<file path="src/design/pfp_pkg.sv">
// constants and types shared by the parallel flash programming port
package pfp_pkg;
	localparam int DATA_W = 16;
	localparam int BYTE_W = 8;
	localparam int MODE_W = 4;
	localparam int ADDR_W = 32;
	localparam int FIFO_DEPTH = 4;
	// pin synchroniser vector layout
	localparam int PIN_W = 28;
	localparam int PIN_DATA_LSB = 0;
	localparam int PIN_MODE_LSB = 16;
	localparam int PIN_BYTE_WIDE = 20;
	localparam int PIN_MAIN_CLK = 21;
	localparam int PIN_OE_N = 22;
	localparam int PIN_CMD_N = 23;
	localparam int PIN_EN_C = 24;
	localparam int PIN_EN_B = 25;
	localparam int PIN_EN_A = 26;
	localparam int PIN_TEST = 27;
	// pins float high through pull-ups, so the synchronisers reset to ones;
	// the main clock pin has no pull-up and is usually grounded, so it resets low
	localparam logic [PIN_W-1:0] PIN_RESET = 28'hfdfffff;
	// word kinds on the mode input
	localparam logic [MODE_W-1:0] command_word_mode = 4'h0;
	localparam logic [MODE_W-1:0] address_byte_low_mode = 4'h1;
	localparam logic [MODE_W-1:0] ADDR_BYTE1_MODE = 4'h2;
	localparam logic [MODE_W-1:0] ADDR_BYTE2_MODE = 4'h3;
	localparam logic [MODE_W-1:0] ADDR_BYTE3_MODE = 4'h4;
	localparam logic [MODE_W-1:0] DATA_WORD_MODE = 4'h5;
	// command codes
	localparam logic [DATA_W-1:0] READ_FLASH_CMD = 16'h0011;
	localparam logic [DATA_W-1:0] WRITE_PAGE_CMD = 16'h0012;
	localparam logic [DATA_W-1:0] WRITE_PAGE_LOCK_CMD = 16'h0022;
	localparam logic [DATA_W-1:0] ERASE_WRITE_PAGE_CMD = 16'h0032;
	localparam logic [DATA_W-1:0] ERASE_WRITE_LOCK_CMD = 16'h0042;
	localparam logic [DATA_W-1:0] erase_all_cmd = 16'h0013;
	localparam logic [DATA_W-1:0] set_lock_cmd = 16'h0014;
	localparam logic [DATA_W-1:0] CLEAR_LOCK_CMD = 16'h0024;
	localparam logic [DATA_W-1:0] READ_LOCK_CMD = 16'h0015;
	localparam logic [DATA_W-1:0] SET_NVM_BIT_CMD = 16'h0034;
	localparam logic [DATA_W-1:0] CLEAR_NVM_BIT_CMD = 16'h0044;
	localparam logic [DATA_W-1:0] READ_NVM_BIT_CMD = 16'h0025;
	localparam logic [DATA_W-1:0] SET_SECURE_CMD = 16'h0054;
	localparam logic [DATA_W-1:0] READ_SECURE_CMD = 16'h0035;
	localparam logic [DATA_W-1:0] WRITE_MEMORY_CMD = 16'h001f;
	localparam logic [DATA_W-1:0] SELECT_CTRL_CMD = 16'h0016;
	localparam logic [DATA_W-1:0] get_version_cmd = 16'h001e;
	localparam logic [DATA_W-1:0] CMD_RESET = 16'h0000;
	localparam logic [ADDR_W-1:0] ADDR_RESET = 32'h00000000;

	typedef enum logic [2:0] {
		ST_OFF,
		ST_IDLE,
		ST_EXEC,
		ST_RD_OE,
		ST_RD_DRIVE,
		ST_RD_HOLD,
		ST_RD_REL,
		ST_WAIT_STROBE
	} pfp_state_t;
endpackage

</file>
<file path="src/design/pfp_port.sv">
// parallel flash programming port: pin handshake, word decode and read-data fifo

// fifo between the flash read path and the pin side
module pfp_fifo #(
	parameter int WIDTH = 16,
	parameter int DEPTH = 4
) (
	input wire logic i_mclk,
	input wire logic i_reset,
	input wire logic i_flush,
	input wire logic i_in_valid,
	input wire logic [WIDTH-1:0] i_in_data,
	output logic o_in_ready,
	output logic o_out_valid,
	output logic [WIDTH-1:0] o_out_data,
	input wire logic i_out_ready
);
	localparam int PTR_W = $clog2(DEPTH);
	logic [WIDTH-1:0] mem_reg [DEPTH];
	logic [PTR_W-1:0] wr_ptr_reg;
	logic [PTR_W-1:0] rd_ptr_reg;
	logic [PTR_W:0] count_reg;
	logic [PTR_W:0] count_next;
	logic push;
	logic pop;

	assign push = i_in_valid && o_in_ready;
	assign pop = i_out_ready && o_out_valid;
	assign o_out_data = mem_reg[rd_ptr_reg];

	always_comb
	begin
		count_next = count_reg;
		if (push && !pop)
			count_next = count_reg + 1'b1;
		else if (pop && !push)
			count_next = count_reg - 1'b1;
	end

	always_ff @(posedge i_mclk)
	begin
		if (i_reset || i_flush)
		begin
			wr_ptr_reg <= '0;
			rd_ptr_reg <= '0;
			count_reg <= '0;
			o_in_ready <= 1'b1;
			o_out_valid <= 1'b0;
		end
		else
		begin
			if (push)
				wr_ptr_reg <= (wr_ptr_reg == PTR_W'(DEPTH - 1)) ? '0 : wr_ptr_reg + 1'b1;
			if (pop)
				rd_ptr_reg <= (rd_ptr_reg == PTR_W'(DEPTH - 1)) ? '0 : rd_ptr_reg + 1'b1;
			count_reg <= count_next;
			o_in_ready <= (count_next != (PTR_W + 1)'(DEPTH));
			o_out_valid <= (count_next != '0);
		end
	end

	always_ff @(posedge i_mclk)
	begin
		if (push)
			mem_reg[wr_ptr_reg] <= i_in_data;
	end
endmodule

module pfp_port (
	input wire logic i_mclk,
	input wire logic i_reset,
	input wire logic i_test_select,
	input wire logic i_prog_enable_a,
	input wire logic i_prog_enable_b,
	input wire logic i_prog_enable_c,
	input wire logic i_main_clock_input,
	input wire logic i_byte_wide,
	input wire logic i_command_strobe_n,
	input wire logic i_output_enable_n,
	input wire logic [pfp_pkg::MODE_W-1:0] i_word_kind_select,
	input wire logic [pfp_pkg::DATA_W-1:0] i_prog_data_bus,
	output logic [pfp_pkg::DATA_W-1:0] o_prog_data_bus,
	output logic o_prog_data_bus_oe,
	output logic o_port_ready,
	output logic o_port_ready_oe,
	output logic o_data_valid_n,
	output logic o_data_valid_n_oe,
	output logic o_ext_clock_sel,
	output logic o_cmd_valid,
	output logic [pfp_pkg::DATA_W-1:0] o_cmd_code,
	output logic [pfp_pkg::ADDR_W-1:0] o_cmd_addr,
	output logic [pfp_pkg::DATA_W-1:0] o_cmd_data,
	input wire logic i_cmd_done,
	input wire logic i_rd_valid,
	input wire logic [pfp_pkg::DATA_W-1:0] i_rd_data,
	output logic o_rd_ready
);
	logic [pfp_pkg::PIN_W-1:0] pin_meta_reg;
	logic [pfp_pkg::PIN_W-1:0] pin_sync_reg;
	logic clk_pin_prev_reg;
	pfp_pkg::pfp_state_t state_reg;
	logic test_mode;
	logic cmd_n_s;
	logic oe_n_s;
	logic [pfp_pkg::MODE_W-1:0] kind_s;
	logic [pfp_pkg::DATA_W-1:0] data_s;
	logic latch;
	logic read_kind;
	logic byte_wide_reg;
	logic first_cmd_seen_reg;
	logic [pfp_pkg::DATA_W-1:0] cmd_reg;
	logic [pfp_pkg::ADDR_W-1:0] addr_reg;
	logic fifo_flush;
	logic fifo_valid;
	logic fifo_pop;
	logic [pfp_pkg::DATA_W-1:0] fifo_data;

	// every pin passes two flip-flops; only the second is read
	always_ff @(posedge i_mclk)
	begin
		if (i_reset)
		begin
			pin_meta_reg <= pfp_pkg::PIN_RESET;
			pin_sync_reg <= pfp_pkg::PIN_RESET;
		end
		else
		begin
			pin_meta_reg <= {i_test_select, i_prog_enable_a, i_prog_enable_b, i_prog_enable_c,
				i_command_strobe_n, i_output_enable_n, i_main_clock_input, i_byte_wide,
				i_word_kind_select, i_prog_data_bus};
			pin_sync_reg <= pin_meta_reg;
		end
	end

	assign test_mode = pin_sync_reg[pfp_pkg::PIN_TEST] && pin_sync_reg[pfp_pkg::PIN_EN_A]
		&& pin_sync_reg[pfp_pkg::PIN_EN_B] && !pin_sync_reg[pfp_pkg::PIN_EN_C];
	assign cmd_n_s = pin_sync_reg[pfp_pkg::PIN_CMD_N];
	assign oe_n_s = pin_sync_reg[pfp_pkg::PIN_OE_N];
	assign kind_s = pin_sync_reg[pfp_pkg::PIN_MODE_LSB +: pfp_pkg::MODE_W];
	// narrow variants see only the low byte
	assign data_s = byte_wide_reg ? {8'h00, pin_sync_reg[pfp_pkg::PIN_DATA_LSB +: pfp_pkg::BYTE_W]}
		: pin_sync_reg[pfp_pkg::PIN_DATA_LSB +: pfp_pkg::DATA_W];
	assign latch = (state_reg == pfp_pkg::ST_IDLE) && test_mode && !cmd_n_s;
	assign read_kind = (cmd_reg == pfp_pkg::READ_FLASH_CMD) || (cmd_reg == pfp_pkg::READ_LOCK_CMD)
		|| (cmd_reg == pfp_pkg::READ_NVM_BIT_CMD) || (cmd_reg == pfp_pkg::READ_SECURE_CMD)
		|| (cmd_reg == pfp_pkg::get_version_cmd);
	assign fifo_pop = (state_reg == pfp_pkg::ST_RD_OE) && !oe_n_s && fifo_valid;
	assign fifo_flush = latch && (kind_s == pfp_pkg::command_word_mode);

	// width strap is taken while the port is off, never under reset
	always_ff @(posedge i_mclk)
	begin
		if (i_reset)
			byte_wide_reg <= 1'b0;
		else if (state_reg == pfp_pkg::ST_OFF)
			byte_wide_reg <= pin_sync_reg[pfp_pkg::PIN_BYTE_WIDE];
	end

	// toggling on the main clock pin before the first command selects it
	always_ff @(posedge i_mclk)
	begin
		if (i_reset)
		begin
			// matches the synchroniser reset so a grounded pin shows no false edge
			clk_pin_prev_reg <= 1'b0;
			first_cmd_seen_reg <= 1'b0;
			o_ext_clock_sel <= 1'b0;
		end
		else
		begin
			clk_pin_prev_reg <= pin_sync_reg[pfp_pkg::PIN_MAIN_CLK];
			if (latch)
				first_cmd_seen_reg <= 1'b1;
			if (!first_cmd_seen_reg && !latch
				&& (clk_pin_prev_reg != pin_sync_reg[pfp_pkg::PIN_MAIN_CLK]))
				o_ext_clock_sel <= 1'b1;
		end
	end

	// command and address registers, selected by word kind
	always_ff @(posedge i_mclk)
	begin
		if (i_reset)
		begin
			cmd_reg <= pfp_pkg::CMD_RESET;
			addr_reg <= pfp_pkg::ADDR_RESET;
		end
		else if (latch)
		begin
			case (kind_s)
				pfp_pkg::command_word_mode: cmd_reg <= data_s;
				pfp_pkg::address_byte_low_mode: addr_reg[7:0] <= data_s[7:0];
				pfp_pkg::ADDR_BYTE1_MODE: addr_reg[15:8] <= data_s[7:0];
				pfp_pkg::ADDR_BYTE2_MODE: addr_reg[23:16] <= data_s[7:0];
				pfp_pkg::ADDR_BYTE3_MODE: addr_reg[31:24] <= data_s[7:0];
				pfp_pkg::DATA_WORD_MODE: addr_reg <= addr_reg + 1'b1;
				default: addr_reg <= addr_reg;
			endcase
		end
	end

	// request towards the flash controller
	always_ff @(posedge i_mclk)
	begin
		if (i_reset)
		begin
			o_cmd_valid <= 1'b0;
			o_cmd_code <= pfp_pkg::CMD_RESET;
			o_cmd_addr <= pfp_pkg::ADDR_RESET;
			o_cmd_data <= '0;
		end
		else
		begin
			o_cmd_valid <= 1'b0;
			if (latch && (kind_s == pfp_pkg::command_word_mode)
				&& !((data_s == pfp_pkg::READ_FLASH_CMD) || (data_s == pfp_pkg::READ_LOCK_CMD)
				|| (data_s == pfp_pkg::READ_NVM_BIT_CMD) || (data_s == pfp_pkg::READ_SECURE_CMD)
				|| (data_s == pfp_pkg::get_version_cmd)))
			begin
				o_cmd_valid <= 1'b1;
				o_cmd_code <= data_s;
				o_cmd_addr <= addr_reg;
				o_cmd_data <= '0;
			end
			else if (latch && (kind_s == pfp_pkg::DATA_WORD_MODE))
			begin
				o_cmd_valid <= 1'b1;
				o_cmd_code <= cmd_reg;
				o_cmd_addr <= addr_reg;
				o_cmd_data <= data_s;
			end
		end
	end

	// handshake sequencer
	always_ff @(posedge i_mclk)
	begin
		if (i_reset)
			state_reg <= pfp_pkg::ST_OFF;
		else if (!test_mode)
			state_reg <= pfp_pkg::ST_OFF;
		else
		begin
			case (state_reg)
				pfp_pkg::ST_OFF: state_reg <= pfp_pkg::ST_WAIT_STROBE;
				pfp_pkg::ST_IDLE:
					if (latch)
					begin
						if (kind_s == pfp_pkg::DATA_WORD_MODE)
							state_reg <= read_kind ? pfp_pkg::ST_RD_OE : pfp_pkg::ST_EXEC;
						else if (o_cmd_valid_next_cmd(kind_s, data_s))
							state_reg <= pfp_pkg::ST_EXEC;
						else
							state_reg <= pfp_pkg::ST_WAIT_STROBE;
					end
				pfp_pkg::ST_EXEC:
					if (i_cmd_done)
						state_reg <= pfp_pkg::ST_WAIT_STROBE;
				pfp_pkg::ST_RD_OE:
					if (fifo_pop)
						state_reg <= pfp_pkg::ST_RD_DRIVE;
				pfp_pkg::ST_RD_DRIVE: state_reg <= pfp_pkg::ST_RD_HOLD;
				pfp_pkg::ST_RD_HOLD:
					if (oe_n_s)
						state_reg <= pfp_pkg::ST_RD_REL;
				pfp_pkg::ST_RD_REL: state_reg <= pfp_pkg::ST_WAIT_STROBE;
				pfp_pkg::ST_WAIT_STROBE:
					if (cmd_n_s)
						state_reg <= pfp_pkg::ST_IDLE;
				default: state_reg <= pfp_pkg::ST_OFF;
			endcase
		end
	end

	// a command word other than a read kind runs on the controller
	function automatic logic o_cmd_valid_next_cmd(input logic [pfp_pkg::MODE_W-1:0] kind,
		input logic [pfp_pkg::DATA_W-1:0] word);
		o_cmd_valid_next_cmd = (kind == pfp_pkg::command_word_mode)
			&& !((word == pfp_pkg::READ_FLASH_CMD) || (word == pfp_pkg::READ_LOCK_CMD)
			|| (word == pfp_pkg::READ_NVM_BIT_CMD) || (word == pfp_pkg::READ_SECURE_CMD)
			|| (word == pfp_pkg::get_version_cmd));
	endfunction

	// pin drivers: everything stays an input until the port is active
	always_ff @(posedge i_mclk)
	begin
		if (i_reset || !test_mode)
		begin
			o_port_ready <= 1'b0;
			o_port_ready_oe <= 1'b0;
			o_data_valid_n <= 1'b1;
			o_data_valid_n_oe <= 1'b0;
			o_prog_data_bus <= '0;
			o_prog_data_bus_oe <= 1'b0;
		end
		else
		begin
			o_port_ready_oe <= 1'b1;
			o_data_valid_n_oe <= 1'b1;
			if (latch)
				o_port_ready <= 1'b0;
			else if ((state_reg == pfp_pkg::ST_WAIT_STROBE) && cmd_n_s)
				o_port_ready <= 1'b1;
			if (fifo_pop)
			begin
				o_prog_data_bus <= byte_wide_reg ? {8'h00, fifo_data[7:0]} : fifo_data;
				o_prog_data_bus_oe <= 1'b1;
			end
			else if ((state_reg == pfp_pkg::ST_RD_HOLD) && oe_n_s)
				o_prog_data_bus_oe <= 1'b0;
			if (state_reg == pfp_pkg::ST_RD_DRIVE)
				o_data_valid_n <= 1'b0;
			else if (state_reg == pfp_pkg::ST_RD_REL)
				o_data_valid_n <= 1'b1;
		end
	end

	pfp_fifo #(
		.WIDTH(pfp_pkg::DATA_W),
		.DEPTH(pfp_pkg::FIFO_DEPTH)
	) u_rd_fifo (
		.i_mclk(i_mclk),
		.i_reset(i_reset),
		.i_flush(fifo_flush),
		.i_in_valid(i_rd_valid),
		.i_in_data(i_rd_data),
		.o_in_ready(o_rd_ready),
		.o_out_valid(fifo_valid),
		.o_out_data(fifo_data),
		.i_out_ready(fifo_pop)
	);
endmodule

</file>
<file path="config.mk">
export PLATFORM = sky130hd
export DESIGN_NAME = pfp_port
export DESIGN_NICKNAME = d
export VERILOG_FILES = /design/src/design/pfp_pkg.sv /design/src/design/pfp_port.sv
export SDC_FILE = /design/constraint.sdc
export NUM_CORES = 1
export LEC_CHECK = 0
export BUFFER_PORTS_ARGS = -buffer_cell sky130_fd_sc_hd__buf_2
export CORE_ASPECT_RATIO = 1.1
export CORE_UTILIZATION = 45
export DETAILED_ROUTE_END_ITERATION = 12
export GPL_TIMING_DRIVEN = 0
export MAX_ROUTING_LAYER = met4
export PLACE_DENSITY = 0.71
export SETUP_SLACK_MARGIN = 0.15
export SLEW_MARGIN = 40
export SYNTH_ARGS = -nofsm -noshare
export SYNTH_HDL_FRONTEND = slang
export SYNTH_HIERARCHICAL = 1
export SYNTH_SLANG_ARGS = --single-unit
</file>
<file path="constraint.sdc">
create_clock -name i_mclk -period 2.73 [get_ports i_mclk]
set_clock_uncertainty 0.05 [all_clocks]
set_input_delay 0 -clock i_mclk [delete_from_list [all_inputs] [get_ports i_mclk]]
set_output_delay 0 -clock i_mclk [all_outputs]
set_load 0.1 [all_outputs]
</file>
=== Yosys cells after proc, flatten, opt, wreduce, memory -nomap -nowiden ===
Memories as Yosys holds them, arrays and structs flattened. A register that Yosys moved wholly into a read port is not among the register bits.
Index checks and enable logic that the tools add are counted.

* Flip-flop bits (word level): 205
* Bits in writable memories: 64
* Input port bits: 48
* Output and inout port bits: 88
* Logic and storage cells: 156
* Memories: 1

* Add/sub/neg operators: 5
* Eq/ne operators: 31
* Multiplexer cells: 34
* Bitwise logic cells: 1
* Reduce and logical (&&, ||, !) cells: 58

{| class="wikitable"
|+ Memories
! name !! words !! bits a word !! read ports !! clocked after Yosys merged registers in !! wr ports !! RTL line !! text
|-
| u_rd_fifo.mem_reg || 4 || 16 || 1 || 1 || 1 || pfp_port.sv:19 || <nowiki>logic [WIDTH-1:0] mem_reg [DEPTH];</nowiki>
|}

{| class="wikitable"
|+ Operators with widths
! operator !! count
|-
| 16-bit by 5-bit equality test with 1-bit output (second input constant) || 6
|-
| 16-bit by 6-bit equality test with 1-bit output (second input constant) || 4
|-
| 16-bit 2-to-1 mux || 4
|-
| 32-bit 2-to-1 mux || 2
|-
| 8-bit one-hot mux with 2 select lines || 4
|-
| 32-bit by 1-bit adder with 32-bit output (second input constant) || 1
|-
| 3-bit 2-to-1 mux || 9
|-
| 3-bit one-hot mux with 7 select lines || 1
|-
| 1-bit logical AND || 19
|-
| 2-bit nonzero test || 7
|-
| 3-bit equality test (second input constant) || 4
|-
| 1-bit logical OR || 10
|-
| 1-bit 2-to-1 mux || 10
|-
| 2-bit AND reduction || 5
|-
| 1-bit zero test || 9
|-
| 4-bit by 2-bit equality test with 1-bit output (second input constant) || 2
|-
| 4-bit by 3-bit equality test with 1-bit output (second input constant) || 2
|-
| 2-bit 2-to-1 mux || 4
|-
| 2-bit != test (second input constant) || 4
|-
| 2-bit OR reduction || 4
|-
| 3-bit by 2-bit equality test with 1-bit output (second input constant) || 2
|-
| 5-bit AND reduction || 1
|-
| 2-bit by 1-bit adder with 2-bit output (second input constant) || 2
|-
| 2-bit equality test (second input constant) || 2
|-
| 11 further kinds || 11
|}

=== Depth between registers and ports, before layout ===
* Depth in word-level cells: 12
* Mapped depth: 10
* Gate-level depth less buffers: 7

=== Hierarchy ===
Netlist, hierarchy kept.

{| class="wikitable"
|+ Modules (own cells, without submodules)
! module !! instances !! cells each !! area an instance (um^2) !! sequential area each (um^2)
|-
| pfp_port || 1 || 943 || 8182.8 || 3923.8
|-
| pfp_fifo || 1 || 152 || 2917.8 || 2142.1
|}

=== Worst setup path before layout ===
OpenSTA, ideal clock, no wires.

* Path kind: register -> register
* From: reg state_reg[2]
* To: reg u_rd_fifo.o_out_valid
* Setup time: 0.115 ns
* Data arrival time: 2.267 ns
* Data required time: 2.565 ns
* Slack: 0.299 ns
* Stages on the path, launching flop included: 11
* Buffers on the path: 3
* Clock period less this slack: 2.431 ns
* Cells stage by stage: dfxtp_1 -> clkbuf_1 -> nor2b_1 -> nand3_1 -> inv_1 -> clkbuf_1 -> and2_1 -> buf_6 -> or4_1 -> o311a_1 -> o21a_1

* Longest elaborated chain between the ends: 8
* Elaborated cells on any way between the ends: 15
* Those cells by class: eq/ne (2); mux (2); reduce/logical (11)

{| class="wikitable"
|+ Ends and longest elaborated chain
! element !! RTL line !! text
|-
| start, declared || pfp_port.sv:101 || <nowiki>pfp_pkg::pfp_state_t state_reg;</nowiki>
|-
| start signal, assigned || pfp_port.sv:239 || <nowiki>state_reg <= pfp_pkg::ST_OFF;</nowiki>
|-
| start signal, assigned || pfp_port.sv:241 || <nowiki>state_reg <= pfp_pkg::ST_OFF;</nowiki>
|-
| start signal, assigned || pfp_port.sv:245 || <nowiki>pfp_pkg::ST_OFF: state_reg <= pfp_pkg::ST_WAIT_STROBE;</nowiki>
|-
| 3-bit by 2-bit equality test with 1-bit output * || pfp_port.sv:147 || <nowiki>assign fifo_pop = (state_reg == pfp_pkg::ST_RD_OE) && !oe_n_s && fifo_valid;</nowiki>
|-
| 1-bit logical AND * (2 in a row) || pfp_port.sv:147 ||
|-
| net fifo_pop || pfp_port.sv:115 || <nowiki>logic fifo_pop;</nowiki>
|-
| 1-bit logical AND * || pfp_port.sv:28 || <nowiki>assign pop = i_out_ready && o_out_valid;</nowiki>
|-
| 1-bit logical AND / 1-bit zero test (equally long branches) || pfp_port.sv:36, pfp_port.sv:34 ||
|-
| 3-bit 2-to-1 mux / 1-bit logical AND (equally long branches) || pfp_port.sv:36, pfp_port.sv:34 ||
|-
| 3-bit 2-to-1 mux * || pfp_port.sv:34 || <nowiki>if (push && !pop)</nowiki>
|-
| 3-bit nonzero test * || pfp_port.sv:58 || <nowiki>o_out_valid <= (count_next != '0);</nowiki>
|-
| end signal, assigned || pfp_port.sv:58 ||
|-
| end, declared || pfp_port.sv:14 || <nowiki>output logic o_out_valid,</nowiki>
|}

The timed path passes the listed nets; every way through them passes the cells marked *.
A chain may end at the register's enable or synchronous reset.

=== Worst setup path in the final report ===
* From: reg pin_sync_reg[3] (netlist name)
* To: reg state_reg[0]

* Longest elaborated chain between the ends: 12
* Elaborated cells on any way between the ends: 16
* Those cells by class: eq/ne (5); mux (5); reduce/logical (6)

{| class="wikitable"
|+ Ends and longest elaborated chain
! element !! RTL line !! text
|-
| start, declared || pfp_port.sv:99 || <nowiki>logic [pfp_pkg::PIN_W-1:0] pin_sync_reg;</nowiki>
|-
| start signal, assigned || pfp_port.sv:124 || <nowiki>pin_sync_reg <= pfp_pkg::PIN_RESET;</nowiki>
|-
| start signal, assigned || pfp_port.sv:131 || <nowiki>pin_sync_reg <= pin_meta_reg;</nowiki>
|-
| 16-bit 2-to-1 mux * || pfp_port.sv:141 || <nowiki>assign data_s = byte_wide_reg ? {8'h00, pin_sync_reg[pfp_pkg::PIN_DATA_LSB +: pfp_pkg::BYTE_W]}</nowiki>
|-
| 16-bit by 5-bit equality test with 1-bit output || pfp_port.sv:279 || <nowiki>&& !((word == pfp_pkg::READ_FLASH_CMD) || (word == pfp_pkg::READ_LOCK_CMD)</nowiki>
|-
| 1-bit logical OR || pfp_port.sv:279 ||
|-
| 1-bit logical OR (2 in a row) || pfp_port.sv:280 || <nowiki>|| (word == pfp_pkg::READ_NVM_BIT_CMD) || (word == pfp_pkg::READ_SECURE_CMD)</nowiki>
|-
| 1-bit logical OR * || pfp_port.sv:281 || <nowiki>|| (word == pfp_pkg::get_version_cmd));</nowiki>
|-
| 1-bit zero test * || pfp_port.sv:279 ||
|-
| 1-bit logical AND * || pfp_port.sv:279 ||
|-
| 3-bit 2-to-1 mux * || pfp_port.sv:251 || <nowiki>else if (o_cmd_valid_next_cmd(kind_s, data_s))</nowiki>
|-
| 3-bit 2-to-1 mux * || pfp_port.sv:249 || <nowiki>if (kind_s == pfp_pkg::DATA_WORD_MODE)</nowiki>
|-
| 3-bit 2-to-1 mux * || pfp_port.sv:247 || <nowiki>if (latch)</nowiki>
|-
| 3-bit one-hot mux with 7 select lines * || pfp_port.sv:244 || <nowiki>case (state_reg)</nowiki>
|-
| end signal, assigned || pfp_port.sv:245 ||
|-
| end signal, assigned || pfp_port.sv:250 || <nowiki>state_reg <= read_kind ? pfp_pkg::ST_RD_OE : pfp_pkg::ST_EXEC;</nowiki>
|-
| end signal, assigned || pfp_port.sv:252 || <nowiki>state_reg <= pfp_pkg::ST_EXEC;</nowiki>
|}

Every way passes the cells marked *; elsewhere a longest branch is shown, timed or not. The select of a mux whose other input is x is not followed.

==> reports/metrics.yaml <==
area_delta_synth_final_pct: 23.2
synth_flop_cell: "dfxtp_1"
syn_area_per_cell_um2: 10.1
critPathBufInv: 2
drt_wl_total_um: 32100
synth.top_cell.area_share: 0.373
syn_inst: 1095
cts_root_buffer: "clkbuf_16"
path_cells: "clkbuf_1, nand4b_1, o22ai_2, nand4_1, clkbuf_1, nand2_1, o2111a_1"
crit_type: "reg -> reg"
ir_worst_vdd_uv: 635
synth_area_leaders: "dfxtp_1 37%, edfxtp_1 17%, a21oi_1 5.3%"
syn_area_mm2: 0.0111
num_vias: 9455
ys_warn_count: 6
post-route-period-util: 0.928
crit_path_top_delay_cell: "clkbuf_1"
finalSetupTns_ns: 0
critical_path.max_stage_delay_ns: 0.47
instances_no_fill: 1634
largest_reg_flops: 64
num_rows: 59
final_area_mm2: 0.0137
seqPwrFrac: 0.491
die_w_um: 152
drive_above_1_share: 0.236
drt_iter0_drc: 671
die_area_mm2: 0.0253
portBuffers: 135
clk_latency_ns: 0.56
grt-ovfl-total: 0
p_sw_w: 0.00190
cts_max_level: 1
ant_nets: 0
clk_path_buf_depth: 3
antenna_cells: 0
syn_nets: 1151
pwr-share-clk: 0.463
dr.pass1.iters: 5
drv_slew: 0
placed_cell_area_mm2: 0.0122
detail_route.wl_per_cell_um: 19.7
grtUsageMet3: 0.0474
power.internal_w: 0.00675
viasPerCell: 5.79
cts_num_sinks: 271
cts_tree: "done"
swShare: 0.220
gr-usage-met2: 0.416
grt_pass1_vias: 9133
yosysTopAreaCell: "dfxtp_1"
synth_edf_count: 64
routabilityCongestion: 0.926
ys_seq_elements: 271
critPathRequiredTime_ns: 3.17
start_util: 0.464
drv_cap: 0
dp_hpwl_um: 21900
status: "finished, final reports clean"
worst_pin_slew_ns: 0.827
synthArstFlopShare: 0
drc: 0
rsz0062_at_grt: "false"
critPathLaunchType: "flop"
synth.distinct_cells: 84
antenna_found_initial: 0
relSlewSlack: 0.444
fin_crit_ns: 2.53
track_usage: 0.265
hold_path.class: "in -> reg"
cp-end-kind: "flop"
nets: 1364
regArea_mm2: 0.00607
fill_cells: 2078
fp.dieH_um: 167
cts_buffers: 28
finalSetupViolations: 0
fin_util: 0.572
arrival_ns: 2.97
power_leakage_nw: 5.05
clkTransAtPathRegs_ns: 0.06
use_met1: 0.340
grt_pass1_wl_um: 50500
seq_area_frac_synth: 0.546
io-pin-count: 136
path_delay_family: "simple AND/OR/NAND/NOR gates"
power_frac_comb: 0.046
critPathMaxFanout: 10
dp_cells: 1535
top_usage_layer: "met2"
multi_input_area_mm2: 0.00465
fmax_ghz: 0.395
power.density_mw_per_mm2: 633
grt_max_degree: 17
crit_path_frequent_cell: "clkbuf_1"
core_area_mm2: 0.0239
hold_violations: 0
[per-layer routing]
| metal | vias to the layer above | share of wire |
|---|---|---|
| met2 | 374 | 0.47 |
| li1 | 4491 | - |
| met3 | 80 | 0.071 |
| met1 | 4510 | 0.43 |
| met5 | - | 0 |
| met4 | 0 | 0.035 |
[power by group through the flow]
stage	clock network [W]	registers (W)	logic (W)
4_1_cts	0.00404	0.00425	0.000394
2_1_floorplan	0	0.00433	0.000205
6_report	0.00400	0.00425	0.000402
3_3_place_gp	0	0.00433	0.000334
5_1_grt	0.00422	0.00426	0.000433
3_5_place_dp	0	0.00434	0.000340
[area by class of cell]
class	count	share of cell area
plain buffers	86	0.0275
clock buffers	40	0.0599
clock inverters	11	0.0120
inverters	17	0.00467
multi-input cells	721	0.340
flip-flops and latches	271	0.444
well taps	305	0.0279
repair buffers	183	0.0844
[cell usage after synthesis (all sizes together), types with 18 or more instances]
cell type	n
nand3	32
nand2	119
dfxtp	207
o21ai	23
buf	18
nand4	50
or2	58
clkbuf	68
nor3	19
edfxtp	64
nor2	47
and3	18
a21oi	118
o31ai	42
[layout by cell type, fill, tap and decap left out, types with 5 or more instances in the layout]
master and n:
dlygate4sd3_1 47, dfxtp_1 207, or2_2 57, and3_1 14, or4_1 8, and4_1 8, nand3_1 31, nor3_1 16
and2_1 7, nand3b_1 5, a211oi_1 7, clkbuf_1 63, nand2_1 116, nor4_1 6, o2bb2ai_1 6, mux2i_1 7
o31ai_1 42, o22ai_1 9, nor2b_1 6, a31oi_1 10, a32oi_1 7, or3_1 5, nor2_1 45, clkbuf_2 10
edfxtp_1 64, ha_1 8, buf_2 148, a22oi_1 17, clkbuf_8 5, a21oi_1 118, inv_1 16, o21ai_0 21
nand4_1 48, clkbuf_16 29, mux4_2 16
[worst reg2reg max path, delay by kind of cell, from the launching register on]
| kind | cells | cell delay [ns] |
|---|---|---|
| flops | 1 | 0.31 |
| compound gates | 2 | 0.48 |
| buf+inv | 2 | 0.81 |
| simple gates | 3 | 0.83 |
[metrics by stage]
stage	hold slack (ns)	setup WS, ns	total power (W)
2_1_floorplan	0.0489	0.299	0.00453
3_3_place_gp	0.134	-0.579	0.00467
3_5_place_dp	0.134	-0.578	0.00467
4_1_cts	0.100	0.158	0.00868
5_1_grt	0.119	0.160	0.00891
6_report	0.117	0.196	0.00865
[worst paths after layout]
check                     from                to  slack [ns]  depth (start not counted)
min          i_output_enable_n  pin_meta_reg[22]        0.12                          3
min reg2reg   pin_meta_reg[26]  pin_sync_reg[26]        0.35                          1
max            pin_sync_reg[3]      state_reg[0]        0.20                          7
max reg2reg    pin_sync_reg[3]      state_reg[0]        0.20                          7
[cells by family after synthesis]
group	Yosys count	synth area share
DFF	271	0.546
xor gates and xnor gates	5	0.00462
AOI/OAI and AO/OA	274	0.158
adders and majority gates	9	0.00992
buffers and inverters	103	0.0383
and+or+nand+nor	410	0.204
muxes	23	0.0388
[timing repair]
action,in CTS,in global routing
setup buffers,0,1
hold buffers,47,0
hold endpoints to repair,104,0
pin swaps,0,1
setup endpoints to repair,23,31
resized for setup,7,17
Power figures use the tool's default switching activity.
